===== src/logic/serial_pkg.sv =====
// Purpose: Shared constants for the asynchronous serial core
// Assumes: Registers are one aligned 32-bit word each, byte address = index * 4
// Notes: Sample counter values are zero based, so RTn is stored as n-1
package serial_pkg;
  // Register indices
  localparam logic [5:0] IDX_CTRL_ONE = 6'h13;
  localparam logic [5:0] IDX_CTRL_TWO = 6'h14;
  localparam logic [5:0] IDX_CTRL_THREE = 6'h15;
  localparam logic [5:0] IDX_STATUS_ONE = 6'h16;
  localparam logic [5:0] IDX_STATUS_TWO = 6'h17;
  localparam logic [5:0] IDX_DATA = 6'h18;
  localparam logic [5:0] IDX_BAUD = 6'h19;
  localparam logic [5:0] IDX_RT_DIV = 6'h1A;
  // Field positions
  localparam int BIT_IF_EN = 6;
  localparam int BIT_TX_INV = 5;
  localparam int BIT_CHAR9 = 4;
  localparam int BIT_TE_IE = 7;
  localparam int BIT_TC_IE = 6;
  localparam int BIT_RF_IE = 5;
  localparam int BIT_TX_EN = 3;
  localparam int BIT_RX_EN = 2;
  localparam int BIT_SEND_BRK = 0;
  localparam int BIT_LONG_BRK = 6;
  // Reset values
  localparam logic [15:0] RT_DIV_RST = 16'h0036;
  // Character lengths in bits, start and stop included
  localparam logic [3:0] CHAR8_BITS = 4'hA;
  localparam logic [3:0] CHAR9_BITS = 4'hB;
  localparam logic [3:0] LONG_BRK_EXTRA = 4'h3;
  // Sample clock positions
  localparam logic [3:0] RT3 = 4'h2;
  localparam logic [3:0] RT5 = 4'h4;
  localparam logic [3:0] RT7 = 4'h6;
  localparam logic [3:0] RT8 = 4'h7;
  localparam logic [3:0] RT9 = 4'h8;
  localparam logic [3:0] RT10 = 4'h9;
  localparam logic [3:0] RT16 = 4'hF;

  function automatic logic [1:0] ones3(input logic [2:0] s);
    ones3 = {1'b0, s[0]} + {1'b0, s[1]} + {1'b0, s[2]};
  endfunction

  function automatic logic maj3(input logic [2:0] s);
    maj3 = (ones3(s) >= 2'h2);
  endfunction
endpackage


===== src/logic/sample_if.sv =====
// Purpose: Carrier between frame control and receive bit sampler
// Assumes: All signals on the system clock; strobes last one cycle
// Notes: None
`timescale 1ns/10ps
`default_nettype none
interface sample_if;
  logic rt_tick;
  logic rx_enable;
  logic frame_end;
  logic start_ok;
  logic start_noise;
  logic bit_stb;
  logic bit_val;
  logic bit_noise;
  modport ctrl(output rt_tick, rx_enable, frame_end,
               input start_ok, start_noise, bit_stb, bit_val, bit_noise);
  modport smp(input rt_tick, rx_enable, frame_end,
              output start_ok, start_noise, bit_stb, bit_val, bit_noise);
endinterface
`default_nettype wire


===== src/logic/rt_divider.sv =====
// Purpose: Sample clock enable at sixteen times the baud rate
// Assumes: div is the number of system clocks per sample tick
// Notes: div of zero or one gives a tick every cycle
`timescale 1ns/10ps
`default_nettype none
module rt_divider #(
  parameter int W = 16
) (
  input wire logic clk,
  input wire logic arst_n,
  input wire logic en,
  input wire logic [W-1:0] div,
  output logic tick
);
  logic [W-1:0] cnt_ff;

  always_ff @(posedge clk or negedge arst_n) begin
    if (!arst_n) begin
      cnt_ff <= '0;
      tick <= 1'b0;
    end else if (!en || div <= W'(1) || cnt_ff >= div - W'(1)) begin
      cnt_ff <= '0;
      tick <= en;
    end else begin
      cnt_ff <= cnt_ff + W'(1);
      tick <= 1'b0;
    end
  end
endmodule
`default_nettype wire


===== src/logic/rx_sampler.sv =====
// Purpose: Start bit search, verification and majority sampling of the receive line
// Assumes: Frame control ends each frame with frame_end
// Notes: Pin passes three flops; a change counts once the last two agree
`timescale 1ns/10ps
`default_nettype none
module rx_sampler
  import serial_pkg::*;
(
  input wire logic clk,
  input wire logic arst_n,
  input wire logic rxd_pin,
  sample_if.smp sif
);
  typedef enum {SEARCH, START, BITS} smp_state_e;
  smp_state_e st_ff;
  logic meta_ff, s2_ff, s3_ff, clean_ff, prev_one_ff;
  logic [2:0] hist_ff, smp_ff;
  logic [3:0] cnt_ff;

  always_ff @(posedge clk or negedge arst_n) begin
    if (!arst_n) begin
      meta_ff <= 1'b1;
      s2_ff <= 1'b1;
      s3_ff <= 1'b1;
      clean_ff <= 1'b1;
    end else begin
      meta_ff <= rxd_pin;
      s2_ff <= meta_ff;
      s3_ff <= s2_ff;
      if (s2_ff == s3_ff) clean_ff <= s3_ff;
    end
  end

  always_ff @(posedge clk or negedge arst_n) begin
    if (!arst_n) begin
      st_ff <= SEARCH;
      hist_ff <= 3'h0;
      smp_ff <= 3'h0;
      cnt_ff <= 4'h0;
      prev_one_ff <= 1'b0;
      sif.start_ok <= 1'b0;
      sif.start_noise <= 1'b0;
      sif.bit_stb <= 1'b0;
      sif.bit_val <= 1'b0;
      sif.bit_noise <= 1'b0;
    end else begin
      sif.start_ok <= 1'b0;
      sif.bit_stb <= 1'b0;
      if (!sif.rx_enable || sif.frame_end) begin
        st_ff <= SEARCH;
      end else if (sif.rt_tick) begin
        hist_ff <= {hist_ff[1:0], clean_ff};
        case (st_ff)
          SEARCH: begin
            if (!clean_ff && hist_ff == 3'h7) begin
              st_ff <= START;
              cnt_ff <= 4'h1;
            end
          end
          START: begin
            cnt_ff <= cnt_ff + 4'h1;
            prev_one_ff <= 1'b0;
            if (cnt_ff == RT3) smp_ff[2] <= clean_ff;
            if (cnt_ff == RT5) smp_ff[1] <= clean_ff;
            if (cnt_ff == RT7) begin
              if (ones3({smp_ff[2:1], clean_ff}) >= 2'h2) begin
                st_ff <= SEARCH;
              end else begin
                sif.start_ok <= 1'b1;
                sif.start_noise <= (ones3({smp_ff[2:1], clean_ff}) == 2'h1);
              end
            end
            if (cnt_ff == RT16) st_ff <= BITS;
          end
          BITS: begin
            cnt_ff <= cnt_ff + 4'h1;
            if (prev_one_ff && hist_ff[0] && !clean_ff && cnt_ff < RT8) begin
              cnt_ff <= 4'h1;
              prev_one_ff <= 1'b0;
            end
            if (cnt_ff == RT8) smp_ff[2] <= clean_ff;
            if (cnt_ff == RT9) smp_ff[1] <= clean_ff;
            if (cnt_ff == RT10) begin
              sif.bit_stb <= 1'b1;
              sif.bit_val <= maj3({smp_ff[2:1], clean_ff});
              sif.bit_noise <= (ones3({smp_ff[2:1], clean_ff}) == 2'h1) ||
                               (ones3({smp_ff[2:1], clean_ff}) == 2'h2);
              prev_one_ff <= maj3({smp_ff[2:1], clean_ff});
            end
          end
          default: st_ff <= SEARCH;
        endcase
      end
    end
  end
endmodule
`default_nettype wire


===== src/logic/serial_core.sv =====
// Purpose: Asynchronous serial transmitter and receiver with APB registers
// Assumes: APB3 slave, one wait state per transfer, 100 MHz system clock
// Notes: Sample tick comes from a programmable divider of the system clock
//
// Our own choices: the APB interface to the registers and the register addresses.
`timescale 1ns/10ps
`default_nettype none
module serial_core
  import serial_pkg::*;
(
  input wire logic CLK_SYS,
  input wire logic ARST_N,
  input wire logic PSEL,
  input wire logic PENABLE,
  input wire logic PWRITE,
  input wire logic [7:0] PADDR,
  input wire logic [31:0] PWDATA,
  output logic [31:0] PRDATA,
  output logic PREADY,
  output logic PSLVERR,
  input wire logic RXD_IN,
  output logic TXD_OUT,
  output logic TXD_OE_N,
  output logic TX_IRQ,
  output logic RX_IRQ
);
  typedef enum {TX_IDLE, TX_PRE, TX_FRAME, TX_BREAK, TX_TAIL} tx_state_e;
  sample_if sif();
  logic [7:0] ctrl1_ff, ctrl2_ff, baud_ff, tx_buf_ff, rx_buf_ff;
  logic [15:0] rt_div_ff;
  logic tx_bit8_ff, rx_bit8_ff;
  logic tef_ff, tcf_ff, rff_ff, orf_ff, nf_ff, fe_ff, bkf_ff;
  logic arm1_ff, arm2_ff, rdy_ff, slverr_ff;
  logic [31:0] prdata_ff;
  logic [7:0] rd_mux;
  logic rt_tick, done, wr, rd, mapped, interface_enable, m9, inv;
  logic [5:0] idx;
  tx_state_e tx_st_ff;
  logic [13:0] tx_sh_ff;
  logic [3:0] tx_left_ff, tx_rt_ff, frame_len;
  logic te_q_ff, pre_pend_ff, load_frame, bit_tick, txd_ff, oe_n_ff;
  logic rx_act_ff, rx_extra_ff, rx_zero_ff, rx_noise_ff;
  logic [3:0] rx_cnt_ff;
  logic [8:0] rx_sh_ff;
  logic done_ff, done_brk_ff, done_fe_ff, done_nf_ff;
  logic rx_clr, rx_data_clr, tx_clr;

  assign interface_enable = ctrl1_ff[BIT_IF_EN];
  assign m9 = ctrl1_ff[BIT_CHAR9];
  assign inv = ctrl1_ff[BIT_TX_INV];
  assign frame_len = m9 ? CHAR9_BITS : CHAR8_BITS;

  // APB slave, one wait state
  assign idx = PADDR[7:2];
  assign mapped = (idx >= IDX_CTRL_ONE) && (idx <= IDX_RT_DIV) && (PADDR[1:0] == 2'h0);
  assign done = PSEL && PENABLE && rdy_ff;
  assign wr = done && PWRITE && mapped;
  assign rd = done && !PWRITE && mapped;
  assign PREADY = rdy_ff;
  assign PRDATA = prdata_ff;
  assign PSLVERR = slverr_ff;

  always_comb begin
    case (idx)
      IDX_CTRL_ONE: rd_mux = ctrl1_ff;
      IDX_CTRL_TWO: rd_mux = ctrl2_ff;
      IDX_CTRL_THREE: rd_mux = {rx_bit8_ff, tx_bit8_ff, 6'h00};
      IDX_STATUS_ONE: rd_mux = {tef_ff, tcf_ff, rff_ff, 1'b0, orf_ff, nf_ff, fe_ff, 1'b0};
      IDX_STATUS_TWO: rd_mux = {6'h00, bkf_ff, rx_act_ff};
      IDX_DATA: rd_mux = rx_buf_ff;
      IDX_BAUD: rd_mux = baud_ff;
      default: rd_mux = 8'h00;
    endcase
  end

  always_ff @(posedge CLK_SYS or negedge ARST_N) begin
    if (!ARST_N) begin
      rdy_ff <= 1'b0;
      prdata_ff <= 32'h0;
      slverr_ff <= 1'b0;
    end else if (PSEL && PENABLE && !rdy_ff) begin
      rdy_ff <= 1'b1;
      slverr_ff <= !mapped;
      prdata_ff <= (idx == IDX_RT_DIV) ? {16'h0000, rt_div_ff} : {24'h000000, rd_mux};
    end else begin
      rdy_ff <= 1'b0;
      slverr_ff <= 1'b0;
    end
  end

  always_ff @(posedge CLK_SYS or negedge ARST_N) begin
    if (!ARST_N) begin
      ctrl1_ff <= 8'h00;
      ctrl2_ff <= 8'h00;
      baud_ff <= 8'h00;
      tx_bit8_ff <= 1'b0;
      tx_buf_ff <= 8'h00;
      rt_div_ff <= RT_DIV_RST;
    end else if (wr) begin
      case (idx)
        IDX_CTRL_ONE: ctrl1_ff <= PWDATA[7:0];
        IDX_CTRL_TWO: ctrl2_ff <= PWDATA[7:0];
        IDX_CTRL_THREE: tx_bit8_ff <= PWDATA[6];
        IDX_DATA: tx_buf_ff <= PWDATA[7:0];
        IDX_BAUD: baud_ff <= PWDATA[7:0];
        IDX_RT_DIV: rt_div_ff <= PWDATA[15:0];
        default: ctrl1_ff <= ctrl1_ff;
      endcase
    end
  end

  // Status read arms the clearing access to the data register
  always_ff @(posedge CLK_SYS or negedge ARST_N) begin
    if (!ARST_N) begin
      arm1_ff <= 1'b0;
      arm2_ff <= 1'b0;
    end else if (done && mapped) begin
      if (!PWRITE && idx == IDX_STATUS_ONE) arm1_ff <= 1'b1;
      else if (idx == IDX_DATA) arm1_ff <= 1'b0;
      if (!PWRITE && idx == IDX_STATUS_TWO) arm2_ff <= 1'b1;
      else if (idx == IDX_DATA) arm2_ff <= 1'b0;
    end
  end

  assign tx_clr = wr && idx == IDX_DATA && arm1_ff && tef_ff;
  assign rx_clr = rd && idx == IDX_DATA && arm1_ff;
  assign rx_data_clr = rd && idx == IDX_DATA && arm2_ff;

  rt_divider #(.W(16)) u_div (
    .clk(CLK_SYS),
    .arst_n(ARST_N),
    .en(interface_enable),
    .div(rt_div_ff),
    .tick(rt_tick)
  );

  // Transmitter bit timing
  assign bit_tick = rt_tick && tx_rt_ff == RT16;
  always_ff @(posedge CLK_SYS or negedge ARST_N) begin
    if (!ARST_N) tx_rt_ff <= 4'h0;
    else if (!interface_enable) tx_rt_ff <= 4'h0;
    else if (rt_tick) tx_rt_ff <= tx_rt_ff + 4'h1;
  end

  assign load_frame = bit_tick && tx_left_ff <= 4'h1 && ctrl2_ff[BIT_TX_EN] &&
                      !ctrl2_ff[BIT_SEND_BRK] && tx_st_ff != TX_BREAK &&
                      !pre_pend_ff && !tef_ff;

  // Enable rising edge queues one idle character
  always_ff @(posedge CLK_SYS or negedge ARST_N) begin
    if (!ARST_N) begin
      te_q_ff <= 1'b0;
      pre_pend_ff <= 1'b0;
    end else begin
      te_q_ff <= ctrl2_ff[BIT_TX_EN] && interface_enable;
      if (!interface_enable) pre_pend_ff <= 1'b0;
      else if (ctrl2_ff[BIT_TX_EN] && !te_q_ff) pre_pend_ff <= 1'b1;
      else if (tx_st_ff == TX_PRE) pre_pend_ff <= 1'b0;
    end
  end

  always_ff @(posedge CLK_SYS or negedge ARST_N) begin
    if (!ARST_N) begin
      tx_st_ff <= TX_IDLE;
      tx_sh_ff <= 14'h3FFF;
      tx_left_ff <= 4'h0;
    end else if (!interface_enable) begin
      tx_st_ff <= TX_IDLE;
      tx_left_ff <= 4'h0;
    end else if (bit_tick) begin
      if (tx_left_ff > 4'h1) begin
        tx_sh_ff <= {1'b1, tx_sh_ff[13:1]};
        tx_left_ff <= tx_left_ff - 4'h1;
      end else if (!ctrl2_ff[BIT_TX_EN]) begin
        tx_st_ff <= TX_IDLE;
        tx_left_ff <= 4'h0;
      end else if (ctrl2_ff[BIT_SEND_BRK]) begin
        tx_st_ff <= TX_BREAK;
        tx_sh_ff <= 14'h0000;
        tx_left_ff <= frame_len + (baud_ff[BIT_LONG_BRK] ? LONG_BRK_EXTRA : 4'h0);
      end else if (tx_st_ff == TX_BREAK) begin
        tx_st_ff <= TX_TAIL;
        tx_sh_ff <= 14'h3FFF;
        tx_left_ff <= 4'h1;
      end else if (pre_pend_ff) begin
        tx_st_ff <= TX_PRE;
        tx_sh_ff <= 14'h3FFF;
        tx_left_ff <= frame_len;
      end else if (load_frame) begin
        tx_st_ff <= TX_FRAME;
        tx_sh_ff <= m9 ? {3'h7, 1'b1, tx_bit8_ff, tx_buf_ff, 1'b0} :
                         {4'hF, 1'b1, tx_buf_ff, 1'b0};
        tx_left_ff <= frame_len;
      end else begin
        tx_st_ff <= TX_IDLE;
        tx_left_ff <= 4'h0;
      end
    end
  end

  always_ff @(posedge CLK_SYS or negedge ARST_N) begin
    if (!ARST_N) begin
      txd_ff <= 1'b1;
      oe_n_ff <= 1'b1;
    end else begin
      txd_ff <= ((tx_st_ff == TX_IDLE) ? 1'b1 : tx_sh_ff[0]) ^ inv;
      oe_n_ff <= !interface_enable;
    end
  end
  assign TXD_OUT = txd_ff;
  assign TXD_OE_N = oe_n_ff;

  always_ff @(posedge CLK_SYS or negedge ARST_N) begin
    if (!ARST_N) begin
      tef_ff <= 1'b1;
      tcf_ff <= 1'b1;
    end else begin
      if (load_frame) tef_ff <= 1'b1;
      else if (tx_clr) tef_ff <= 1'b0;
      tcf_ff <= tef_ff && !tx_clr && tx_st_ff == TX_IDLE && !pre_pend_ff &&
                !(interface_enable && ctrl2_ff[BIT_TX_EN] && ctrl2_ff[BIT_SEND_BRK]);
    end
  end
  assign TX_IRQ = (tef_ff && ctrl2_ff[BIT_TE_IE]) || (tcf_ff && ctrl2_ff[BIT_TC_IE]);

  // Receiver frame assembly
  assign sif.rt_tick = rt_tick;
  assign sif.rx_enable = interface_enable && ctrl2_ff[BIT_RX_EN];
  assign sif.frame_end = done_ff;

  rx_sampler u_smp (
    .clk(CLK_SYS),
    .arst_n(ARST_N),
    .rxd_pin(RXD_IN),
    .sif(sif)
  );

  always_ff @(posedge CLK_SYS or negedge ARST_N) begin
    if (!ARST_N) begin
      rx_act_ff <= 1'b0;
      rx_extra_ff <= 1'b0;
      rx_zero_ff <= 1'b0;
      rx_noise_ff <= 1'b0;
      rx_cnt_ff <= 4'h0;
      rx_sh_ff <= 9'h000;
      done_ff <= 1'b0;
      done_brk_ff <= 1'b0;
      done_fe_ff <= 1'b0;
      done_nf_ff <= 1'b0;
    end else begin
      done_ff <= 1'b0;
      if (!sif.rx_enable) begin
        rx_act_ff <= 1'b0;
      end else if (sif.start_ok) begin
        rx_act_ff <= 1'b1;
        rx_extra_ff <= 1'b0;
        rx_zero_ff <= 1'b1;
        rx_noise_ff <= sif.start_noise;
        rx_cnt_ff <= 4'h0;
      end else if (sif.bit_stb && rx_act_ff) begin
        if (rx_extra_ff) begin
          rx_act_ff <= 1'b0;
          done_ff <= 1'b1;
          done_brk_ff <= !sif.bit_val;
          done_fe_ff <= 1'b1;
          done_nf_ff <= rx_noise_ff || sif.bit_noise;
        end else if (rx_cnt_ff < (m9 ? 4'h9 : 4'h8)) begin
          rx_sh_ff <= {sif.bit_val, rx_sh_ff[8:1]};
          rx_zero_ff <= rx_zero_ff && !sif.bit_val;
          rx_noise_ff <= rx_noise_ff || sif.bit_noise;
          rx_cnt_ff <= rx_cnt_ff + 4'h1;
        end else if (!sif.bit_val && rx_zero_ff && baud_ff[BIT_LONG_BRK]) begin
          rx_extra_ff <= 1'b1;
          rx_noise_ff <= rx_noise_ff || sif.bit_noise;
        end else begin
          rx_act_ff <= 1'b0;
          done_ff <= 1'b1;
          done_brk_ff <= !sif.bit_val && rx_zero_ff;
          done_fe_ff <= !sif.bit_val;
          done_nf_ff <= rx_noise_ff || sif.bit_noise;
        end
      end
    end
  end

  // Receive flags; a new event wins over a software clear
  always_ff @(posedge CLK_SYS or negedge ARST_N) begin
    if (!ARST_N) begin
      rff_ff <= 1'b0;
      orf_ff <= 1'b0;
      nf_ff <= 1'b0;
      fe_ff <= 1'b0;
      bkf_ff <= 1'b0;
      rx_buf_ff <= 8'h00;
      rx_bit8_ff <= 1'b0;
    end else if (done_ff) begin
      rff_ff <= 1'b1;
      if (rff_ff && !rx_clr) begin
        orf_ff <= 1'b1;
      end else begin
        rx_buf_ff <= done_brk_ff ? 8'h00 : (m9 ? rx_sh_ff[7:0] : rx_sh_ff[8:1]);
        rx_bit8_ff <= done_brk_ff ? 1'b0 : (m9 ? rx_sh_ff[8] : rx_sh_ff[8]);
        if (rx_clr) orf_ff <= 1'b0;
      end
      fe_ff <= done_fe_ff || (fe_ff && !rx_clr);
      nf_ff <= done_nf_ff || (nf_ff && !rx_clr);
      bkf_ff <= done_brk_ff || (bkf_ff && !rx_data_clr);
    end else begin
      if (rx_clr) begin
        rff_ff <= 1'b0;
        orf_ff <= 1'b0;
        nf_ff <= 1'b0;
        fe_ff <= 1'b0;
      end
      if (rx_data_clr) bkf_ff <= 1'b0;
    end
  end
  assign RX_IRQ = rff_ff && ctrl2_ff[BIT_RF_IE];
endmodule
`default_nettype wire


===== config.mk =====
export PLATFORM = sky130hd
export DESIGN_NAME = serial_core
export DESIGN_NICKNAME = d
export VERILOG_FILES = /design/src/logic/serial_pkg.sv /design/src/logic/sample_if.sv /design/src/logic/rt_divider.sv /design/src/logic/rx_sampler.sv /design/src/logic/serial_core.sv
export SDC_FILE = /design/constraint.sdc
export NUM_CORES = 1
export LEC_CHECK = 0
export ABC_AREA = 0
export ABC_CLOCK_PERIOD_IN_PS = 3650
export BUFFER_PORTS_ARGS = -buffer_cell sky130_fd_sc_hd__buf_2
export CAP_MARGIN = 0
export CORE_ASPECT_RATIO = 0.6
export CORE_UTILIZATION = 40
export CTS_BUF_LIST = sky130_fd_sc_hd__clkbuf_8
export CTS_CLUSTER_SIZE = 28
export DETAILED_ROUTE_END_ITERATION = 16
export GPL_TIMING_DRIVEN = 0
export HOLD_SLACK_MARGIN = 0.05
export PLACE_DENSITY_LB_ADDON = 0.25
export SYNTH_ARGS = -nofsm -noshare
export SYNTH_HDL_FRONTEND = slang
export SYNTH_SLANG_ARGS = --single-unit

===== constraint.sdc =====
create_clock -name CLK_SYS -period 3.65 [get_ports CLK_SYS]
set_clock_uncertainty 0.15 [all_clocks]
set_input_delay 0.9125 -clock CLK_SYS [delete_from_list [all_inputs] [get_ports CLK_SYS]]
set_output_delay 0.9125 -clock CLK_SYS [all_outputs]
set_load 0.01 [all_outputs]

==> flow_summary.yaml, run 1 <==
final_layout:
  num-fill-cells: 2070
  diodes: 0
  area_growth_pct: 13.40
  seqCellArea_um2: 4364
  drive_above_1_share_pct: 25.24
  fin_cells: 1241
  final_nets: 1024
  multi_input_area_um2: 4357
  stdcell_area_um2: 10230
  final_util_pct: 46.33
sta:
  setup_viol: 0
  tightest_slew_ns: 1.001
  drv_slew: 0
  final-hold-violation-count: 0
  rsz0062_at_grt: "yes"
  slew_headroom_pct: 32.78
  period_needed_ns: 3.596
  tns_ns: 0
  min_period_over_period_pct: 98.53
  fmax_ghz: 0.2781
global_route:
  antenna_found_initial: 0
  grt_overflow: 0
  grt_usage_pct: 19.72
  first_global_vias: 6273
  grt_max_degree: 98
  grt_first_pass_wirelength_um: 35460
synthesis:
  synth-adder-area-share_pct: 5.189
  synthXorXnorAreaFrac_pct: 3.302
  synth_top_cell_by_area: "dfrtp_1"
  synth_top_family_by_area: "simple AND/OR/NAND/NOR gates"
  synth_common_cells: "dfrtp_1, nand2_1, mux2_2"
  synth_area_um2: 9017
  synth_edf_count: 0
  synth_compound_area_share_pct: 13.10
  synthDistinctLibCells: 77
  yosysSeqAreaShare_pct: 48.37
  ys_ff_latch: 173
  async_reset_ff_share_pct: 100.0
  syn_inst: 848
  synth_mux_area_share_pct: 10.17
  syn_avg_cell_area_um2: 10.63
  synth.most_common_cell: "dfrtp_1"
  synth_flop_cell: "dfrtp_1"
  yosysWarnings: 0
  synth-simple-area-share_pct: 15.21
  synth_top_area_share_pct: 40.79
  synth.area.top_cells: "dfrtp_1, mux2_2, dfstp_2"
power_and_ir_drop:
  powerDensity_nw_per_um2: 331.5
  p_leak_nw: 4.644
  vdd_drop_max_v: 0.0002448
drt:
  vias_per_cell: 5.429
  routedWlPerCell_um: 17.56
  vias: 6738
  drc: 0
  wirelength_um: 21790
  ant_nets: 0
  drtIter0Drc: 444
  drt-pass1-iter-count: 5
clock_tree:
  numCtsBuffers: 17
  htreeDepth: 4
  cts.clk_slew.worst_paths_ns: 0.09
  hold_buffers: 0
  cts_sinks: 173
  cts-root-buf: "clkbuf_8"
  clock_latency_ns: 0.47
  cts_tree: "built"
  clockBufferDepth: 2
worst_setup_path:
  critical_path_arrival_ns: 3.82
  required_ns: 3.88
  end_kind: "register"
  path_max_fanout: 10
  start_kind: "register"
  crit_type: "register to register"
die:
  coreArea_um2: 22070
  start_util_pct: 40.86
  num_rows: 42
  die_h_um: 118.3
  die_area_um2: 23170
  ios: 84
  fp.dieW_um: 195.8
placement:
  globalplace.congestion: 0.8826
  dp.cells: 1200
  place_area_um2: 9719
  port_buffers: 50
  detailed_place_hpwl_um: 15530
status:
  outcome: "completed"
job:
  cap_violations: 0
hold_path:
  hp-class: "register to register"
## metrics by stage
| step | hold slack (ns) | power, mW | setup WS [ns] |
|---|---|---|---|
| after floorplan | 0.1952 | 2.036 | 0.2353 |
| after global placement | 0.1966 | 2.125 | -1.329 |
| after detailed placement | 0.1976 | 2.130 | -0.3759 |
| after CTS | 0.2112 | 3.421 | 0.006688 |
| after global routing | 0.2170 | 3.510 | -0.08215 |
| final | 0.2095 | 3.390 | 0.05377 |
## layer usage
layer	routed length (um)	up-vias	share of wire [%]	track usage (%)
met2	8214	154	38	24.27
met5	0	-	0	0
met4	141	0	0.65	4.004
met1	12280	3339	56	33.22
met3	1155	13	5.3	4.795
li1	-	3232	-	-
## path summary, 6_finish.rpt
path	start	to	slack (ns)	depth (start not counted)
setup / recovery	rt_div_ff[3]$_DFFE_PN0P_	u_div.cnt_ff[10]$_DFF_PN0_	0.05	12
hold / removal	u_smp.meta_ff$_DFF_PN1_	u_smp.s2_ff$_DFF_PN1_	0.21	0
setup reg to reg	rt_div_ff[3]$_DFFE_PN0P_	u_div.cnt_ff[10]$_DFF_PN0_	0.05	12
hold reg to reg	u_smp.meta_ff$_DFF_PN1_	u_smp.s2_ff$_DFF_PN1_	0.21	0
max in group asynchronous	ARST_N	u_smp.s2_ff$_DFF_PN1_	2.13	2
min in group asynchronous	ARST_N	PRDATA[12]$_DFFE_PN0P_	0.32	1
## final cells by class
cell class | instances | area share [%]
clock inverter | 12 | 0.9421
clock buffer | 20 | 2.692
timing repair buffer | 60 | 3.475
sequential | 173 | 42.68
buffer | 54 | 3.010
inverter | 30 | 1.101
multi-input combinational | 606 | 42.60
tap | 286 | 3.499
## power breakdown
group          switching [mW]  internal [mW]
Combinational           0.107         0.0506
Sequential            0.00705           1.93
Clock                   0.709          0.587
Total                   0.824           2.57
## layout by cell type, fill, tap and decap left out, drive strengths merged, types with 13 or more instances in the layout
cell type / count
conb: 16
mux2: 69
mux2i: 14
nor3: 38
a21oi: 36
o21ai: 43
inv: 34
ha: 35
clkbuf: 47
nor2: 60
nand2: 79
nand3: 16
buf: 87
dfrtp: 147
xnor2: 23
a22o: 13
a31oi: 16
dfstp: 26
## flip-flops by register name, indices dropped and copies added, names as in the netlist, 2 cells and up
name,cells
u_smp.st_ff,2
rx_sh_ff,9
u_div.cnt_ff,16
PRDATA,16
tx_rt_ff,4
u_smp.cnt_ff,4
tx_sh_ff,14
rx_cnt_ff,4
ctrl1_ff,8
tx_left_ff,4
rt_div_ff,16
u_smp.smp_ff,2
tx_st_ff,3
ctrl2_ff,8
rx_buf_ff,8
tx_buf_ff,8
baud_ff,8
u_smp.hist_ff,3
## timing repair
action | in CTS | in global routing
setup buffers | 1 | 8
endpoints found under the setup margin | 17 | 11
pin swaps | 2 | 3
resized for setup | 6 | 9
## worst max-delay path, stage by stage (launching register included)
cell	delay [ns]
dfrtp_2	0.45
or4_4	0.54
nor4_4	0.34
nand2_1	0.13
or3_1	0.33
xor2_1	0.17
ha_1	0.30
a21oi_1	0.14
o2111ai_1	0.14
a31oi_2	0.35
inv_2	0.07
clkbuf_4	0.19
nor3_1	0.19
## cell families (layout without fill, tap and decap cells)
| family | count (synthesis) | count (layout) |
|---|---|---|
| compound gates | 172 | 172 |
| xor+xnor | 34 | 34 |
| fa+ha+maj | 37 | 37 |
| buf+inv | 84 | 176 |
| flops | 173 | 173 |
| mux | 83 | 83 |
| other cells | 1 | 16 |
| simple gates | 264 | 264 |
(Power assumes the default switching activity.)
==> run 2: changes to the inputs <==
--- a/config.mk
+++ b/config.mk
@@ -6,7 +6,7 @@
 export NUM_CORES = 1
 export LEC_CHECK = 0
 export ABC_AREA = 0
-export ABC_CLOCK_PERIOD_IN_PS = 3650
+export ABC_CLOCK_PERIOD_IN_PS = 3900
 export BUFFER_PORTS_ARGS = -buffer_cell sky130_fd_sc_hd__buf_2
 export CAP_MARGIN = 0
 export CORE_ASPECT_RATIO = 0.6
@@ -19,4 +19,5 @@
 export PLACE_DENSITY_LB_ADDON = 0.25
 export SYNTH_ARGS = -nofsm -noshare
 export SYNTH_HDL_FRONTEND = slang
+export SYNTH_HIERARCHICAL = 1
 export SYNTH_SLANG_ARGS = --single-unit
==> constraint.sdc (replaced) <==
create_clock -name CLK_SYS -period 3.9 [get_ports CLK_SYS]
set_clock_uncertainty 0.15 [all_clocks]
set_input_delay 0.39 -clock CLK_SYS [delete_from_list [all_inputs] [get_ports CLK_SYS]]
set_output_delay 0.39 -clock CLK_SYS [all_outputs]
set_load 0.01 [all_outputs]
==> flow_summary.yaml, run 2 <==
synthesis:
  synth_area_um2: 9269
  synth_flop_cell: "dfrtp_1"
  synth_mux_area_share_pct: 13.23
  synth.most_common_cell: "dfrtp_1"
  synth_top_area_share_pct: 39.69
  synth-adder-area-share_pct: 4.644
  synthXorXnorAreaFrac_pct: 3.294
  syn_avg_cell_area_um2: 11.05
  yosysSeqAreaShare_pct: 47.06
  ys_ff_latch: 173
  syn_inst: 839
  yosysWarnings: 6
  synth.area.top_cells: "dfrtp_1, mux2_2, dfstp_2"
  synth_top_cell_by_area: "dfrtp_1"
  synth_top_family_by_area: "simple AND/OR/NAND/NOR gates"
  synth-simple-area-share_pct: 15.39
  synthDistinctLibCells: 84
  async_reset_ff_share_pct: 100.0
  synth_edf_count: 0
  synth_common_cells: "dfrtp_1, mux2_2, nor2_1"
  synth_compound_area_share_pct: 11.62
sta:
  fmax_ghz: 0.2671
  slew_headroom_pct: 40.78
  final-hold-violation-count: 0
  min_period_over_period_pct: 96.00
  tightest_slew_ns: 0.8836
  setup_viol: 0
  tns_ns: 0
  drv_slew: 0
  period_needed_ns: 3.744
power_and_ir_drop:
  powerDensity_nw_per_um2: 309.8
  vdd_drop_max_v: 0.0002556
  p_leak_nw: 4.885
worst_setup_path:
  end_kind: "register"
  critical-path-top-delay-family: "simple AND/OR/NAND/NOR gates"
  cp.buffers_inverters: 2
  required_ns: 4.11
  ff2ff_path_depth: 14
  critical_path_arrival_ns: 3.95
  max_stage_delay_ns: 0.47
  cp_cell_sequence: "inv_1 -> ha_1 -> nor3b_4 -> or3b_4 -> or4_4 -> nor4_4 -> xnor2_1 -> ha_1 -> a21o_1 -> a21o_1 -> a221oi_2 -> nand3_2 -> buf_4 -> and2_1"
  cp_slowest_cell: "or4_4"
  start_kind: "register"
  cp.depth: 14
  crit_type: "register to register"
  path_max_fanout: 5
drt:
  routedWlPerCell_um: 17.53
  drc: 0
  vias_per_cell: 5.369
  drtIter0Drc: 440
  drt-pass1-iter-count: 5
  wirelength_um: 22050
  vias: 6754
  ant_nets: 0
final_layout:
  fin_cells: 1258
  drive_above_1_share_pct: 27.16
  diodes: 0
  stdcell_area_um2: 10560
  final_cell_mix: "dfrtp_1, mux2_2, nor2_1"
  final_util_pct: 47.17
  mostFrequentLayoutCell: "dfrtp_1"
  area_growth_pct: 13.93
  final_nets: 1016
clock_tree:
  clock_latency_ns: 0.48
  numCtsBuffers: 17
  htreeDepth: 4
  cts_sinks: 173
  cts-root-buf: "clkbuf_8"
  cts_tree: "built"
  cts.clk_slew.worst_paths_ns: 0.09
  clockBufferDepth: 2
hold_path:
  holdPathStages: 3
  hp-class: "primary input to register"
placement:
  place_area_um2: 9998
  port_buffers: 50
  globalplace.congestion: 0.9052
  dp.cells: 1213
  detailed_place_hpwl_um: 16160
die:
  coreArea_um2: 22390
  fp.dieW_um: 198.5
  start_util_pct: 41.40
  die_area_um2: 23800
  ios: 84
  die_h_um: 119.9
  num_rows: 42
global_route:
  grt-busiest-layer: "met1"
  grtUsageMet2_pct: 24.41
  grt_first_pass_wirelength_um: 35850
  grtUsageMet3_pct: 5.200
  grt.met1_usage_pct: 32.71
  first_global_vias: 6414
  antenna_found_initial: 0
  grt_overflow: 0
  grt_usage_pct: 19.65
  grt_max_degree: 90
status:
  outcome: "completed"
job:
  cap_violations: 0
## run 2: cells by family after synthesis
| logic type | count (synthesis) |
|---|---|
| AOI/OAI and AO/OA | 150 |
| xor gates and xnor gates | 34 |
| adders and majority gates | 34 |
| buffers and inverters | 84 |
| DFF | 173 |
| muxes | 111 |
| other | 1 |
| and+or+nand+nor | 252 |
## run 2: layout make-up
class | count | area [um^2]
well taps | 308 | 385.4
clock buffers | 18 | 247.7
fillers | 2140 | 11830
inverters | 32 | 120.1
plain buffers | 52 | 321.6
clock inverters | 14 | 145.1
multi-input cells | 597 | 4564
flip-flops and latches | 173 | 4363
repair buffers | 64 | 412.9
## run 2: final timing paths
check / from / end / slack (ns)
setup / recovery: rt_div_ff[0]$_DFFE_PN0P_ / u_div/tick$_DFF_PN0_ / 0.16
hold / removal: PADDR[0] / PSLVERR$_DFF_PN0_ / 0.1
setup reg to reg: rt_div_ff[0]$_DFFE_PN0P_ / u_div/tick$_DFF_PN0_ / 0.16
hold reg to reg: u_smp/meta_ff$_DFF_PN1_ / u_smp/s2_ff$_DFF_PN1_ / 0.21
max in group asynchronous: ARST_N / u_smp/s3_ff$_DFF_PN1_ / 2.35
min in group asynchronous: ARST_N / ctrl2_ff[6]$_DFFE_PN0P_ / 0.37
## run 2: power by group
part | internal [mW] | total, mW | switching [mW]
sequential | 1.81 | 1.82 | 0.00952
combinational | 0.0578 | 0.166 | 0.108
clock | 0.589 | 1.29 | 0.702
## run 2: metal layers
layer  vias up  part of all wire, %
li1       3208                    -
met1      3310                   55
met2       225                   37
met3        11                  7.3
met4         0                 0.73
met5         -                    0
## run 2: what timing repair did
item                                   4_1_cts  5_1_grt
cloned                                       0        0
pin swaps                                    1        3
gates resized for setup                      1        9
hold buffers                                11        0
buffers inserted                             2        0
endpoints found under the hold margin       78        0
setup endpoints to repair                   12       17
## run 2: through the flow
| stage | total power, mW | setup slack [ns] | hold slack [ns] |
|---|---|---|---|
| final | 3.272 | 0.1561 | 0.09542 |
| after global routing | 3.410 | -0.03100 | 0.08442 |
| after CTS | 3.311 | 0.04807 | 0.07176 |
| after detailed placement | 2.008 | -0.1645 | 0.1970 |
| after global placement | 2.003 | -0.5582 | 0.1959 |
| after floorplan | 1.915 | 0.4581 | -0.05559 |
## run 2: worst register-to-register path, stage by stage, from the launching register on
cell and delay, ns:
dfrtp_2 0.45, inv_1 0.10, ha_1 0.22, nor3b_4 0.23, or3b_4 0.42, or4_4 0.47
nor4_4 0.16, xnor2_1 0.10, ha_1 0.18, a21o_1 0.15, a21o_1 0.18, a221oi_2 0.31
nand3_2 0.17, buf_4 0.20, and2_1 0.15
==> run 3: changes to the inputs <==
--- a/config.mk
+++ b/config.mk
@@ -6,7 +6,7 @@
 export NUM_CORES = 1
 export LEC_CHECK = 0
 export ABC_AREA = 0
-export ABC_CLOCK_PERIOD_IN_PS = 3900
+export ABC_CLOCK_PERIOD_IN_PS = 4900
 export BUFFER_PORTS_ARGS = -buffer_cell sky130_fd_sc_hd__buf_2
 export CAP_MARGIN = 0
 export CORE_ASPECT_RATIO = 0.6
==> constraint.sdc (replaced) <==
create_clock -name CLK_SYS -period 4.9 [get_ports CLK_SYS]
set_clock_uncertainty 0.15 [all_clocks]
set_input_delay 0.735 -clock CLK_SYS [delete_from_list [all_inputs] [get_ports CLK_SYS]]
set_output_delay 0.735 -clock CLK_SYS [all_outputs]
set_load 0.01 [all_outputs]
==> flow_summary.yaml, run 3 (synthesis gave the netlist of run 2 again) <==
sta:
  whs_ns: 0.1057
  setup_slack_ns: 0.8376
  fmax_ghz: 0.2462
  drv_slew: 0
  tns_ns: 0
  tightest_slew_ns: 0.8816
  final-hold-violation-count: 0
  period_needed_ns: 4.062
  rsz0062_at_grt: "no"
  min_period_over_period_pct: 82.91
  slew_headroom_pct: 40.90
  setup_viol: 0
drt:
  routedWlPerCell_um: 17.59
  drc: 0
  drtIter0Drc: 473
  drt-pass1-iter-count: 6
  wl_met3_um: 1574
  ant_nets: 0
  wirelength_um: 21890
  vias: 6707
  vias_per_cell: 5.387
  maxUsedRoutingLayer: "met4"
  route.met2.wl_um: 7940
  wl_met1_um: 12210
worst_setup_path:
  end_kind: "register"
  ff2ff_path_depth: 14
  reg2reg_slack_ns: 0.84
  crit_type: "register to register"
  path_max_fanout: 10
  start_kind: "register"
  rr_startpoint: "rt_div_ff[0]$_DFFE_PN0P_"
  r2r_end: "u_div/cnt_ff[0]$_DFF_PN0_"
  critical_path_arrival_ns: 4.27
  required_ns: 5.11
clock_tree:
  htreeDepth: 4
  clock_latency_ns: 0.48
  cts_sinks: 173
  cts_setup_buffers: 0
  numCtsBuffers: 17
  ctsResizeCount: 0
  cts.clk_slew.worst_paths_ns: 0.11
  hold_buffers: 0
  clockBufferDepth: 2
  cts-root-buf: "clkbuf_8"
  cts_tree: "built"
global_route:
  grt_first_pass_wirelength_um: 35660
  grt_max_degree: 90
  first_global_vias: 6345
  antenna_found_initial: 0
  grt_usage_pct: 19.55
  grt_overflow: 0
placement:
  post-place-ws_ns: 0.8355
  detailed_place_hpwl_um: 16160
  port_buffers: 50
  globalplace.congestion: 0.9052
die:
  start_util_pct: 41.40
  fp.dieW_um: 198.5
  die_h_um: 119.9
  num_rows: 42
  ios: 84
  coreArea_um2: 22390
  die_area_um2: 23800
job:
  cap_violations: 0
final_layout:
  mostFrequentLayoutCell: "dfrtp_1"
  area_growth_pct: 12.11
  final_cell_mix: "dfrtp_1, mux2_2, nor2_1"
  drive_above_1_share_pct: 26.68
  final_nets: 1003
  num-fill-cells: 2145
  diodes: 0
power_and_ir_drop:
  power_mw: 2.598
  vdd_drop_max_v: 0.0002044
  powerDensity_nw_per_um2: 250.0
  p_leak_nw: 4.813
hold_path:
  hp-class: "primary input to async pin"
status:
  outcome: "completed"
==> run 3: cell count changes in the layout (fill, tap and decap cells not counted), sizes merged <==
cell / before / now
dlygate4sd3: 11 / 0
buf: 88 / 86
==> run 3: area by class of cell <==
type / instances / area [um^2] / share of cell area (%)
multi-input combinational: 597 / 4526 / 43.55
sequential: 173 / 4362 / 41.97
tap: 308 / 385.4 / 3.709
buffer: 52 / 317.8 / 3.058
timing repair buffer: 51 / 287.8 / 2.769
clock buffer: 18 / 247.7 / 2.384
clock inverter: 14 / 145.1 / 1.397
inverter: 32 / 120.1 / 1.156
==> run 3: metal layers <==
metal,global-route usage (%),vias up
met3,5.256,11
met1,32.60,3312
met4,3.846,0
met2,24.14,205
met5,0,-
li1,-,3179
==> run 3: worst max path at each step <==
stage,slack (ns),to,depth (start not counted),startpoint
floorplan,1.46,u_div/cnt_ff[10]$_DFF_PN0_,14,rt_div_ff[0]$_DFFE_PN0P_
global placement,0.1,u_smp/hist_ff[1]$_DFFE_PN0P_,1,ARST_N
detailed placement,0.84,u_div/cnt_ff[8]$_DFF_PN0_,14,rt_div_ff[0]$_DFFE_PN0P_
CTS,0.81,u_div/cnt_ff[8]$_DFF_PN0_,14,rt_div_ff[0]$_DFFE_PN0P_
global route,0.49,u_div/cnt_ff[0]$_DFF_PN0_,14,rt_div_ff[0]$_DFFE_PN0P_
finish,0.84,u_div/cnt_ff[0]$_DFF_PN0_,14,rt_div_ff[0]$_DFFE_PN0P_
==> run 3: worst max-delay path, stage by stage, from the launching register on <==
cell,delay [ns]
dfrtp_1,0.45
inv_1,0.11
ha_1,0.21
nor3b_2,0.22
or3b_1,0.43
or4_4,0.49
nor3_2,0.20
xnor2_1,0.09
ha_1,0.29
nand4_1,0.13
nor3_1,0.30
o311ai_0,0.23
nand3_1,0.35
buf_4,0.25
nor2_1,0.05
==> run 3: report_power, final <==
part | switching (mW) | internal [mW]
logic | 0.0841 | 0.0403
registers | 0.00773 | 1.44
clock network | 0.560 | 0.469
total | 0.652 | 1.95
==> run 3: through the flow <==
stage | util (%) | instances | cell area (um^2)
finish | 46.42 | 1245 | 10390
floorplan | - | 854 | 9325
CTS | 46.42 | 1245 | 10390
global route | 46.42 | 1245 | 10390
detailed placement | 44.66 | 1213 | 9998
global placement | 44.49 | 1212 | 9961
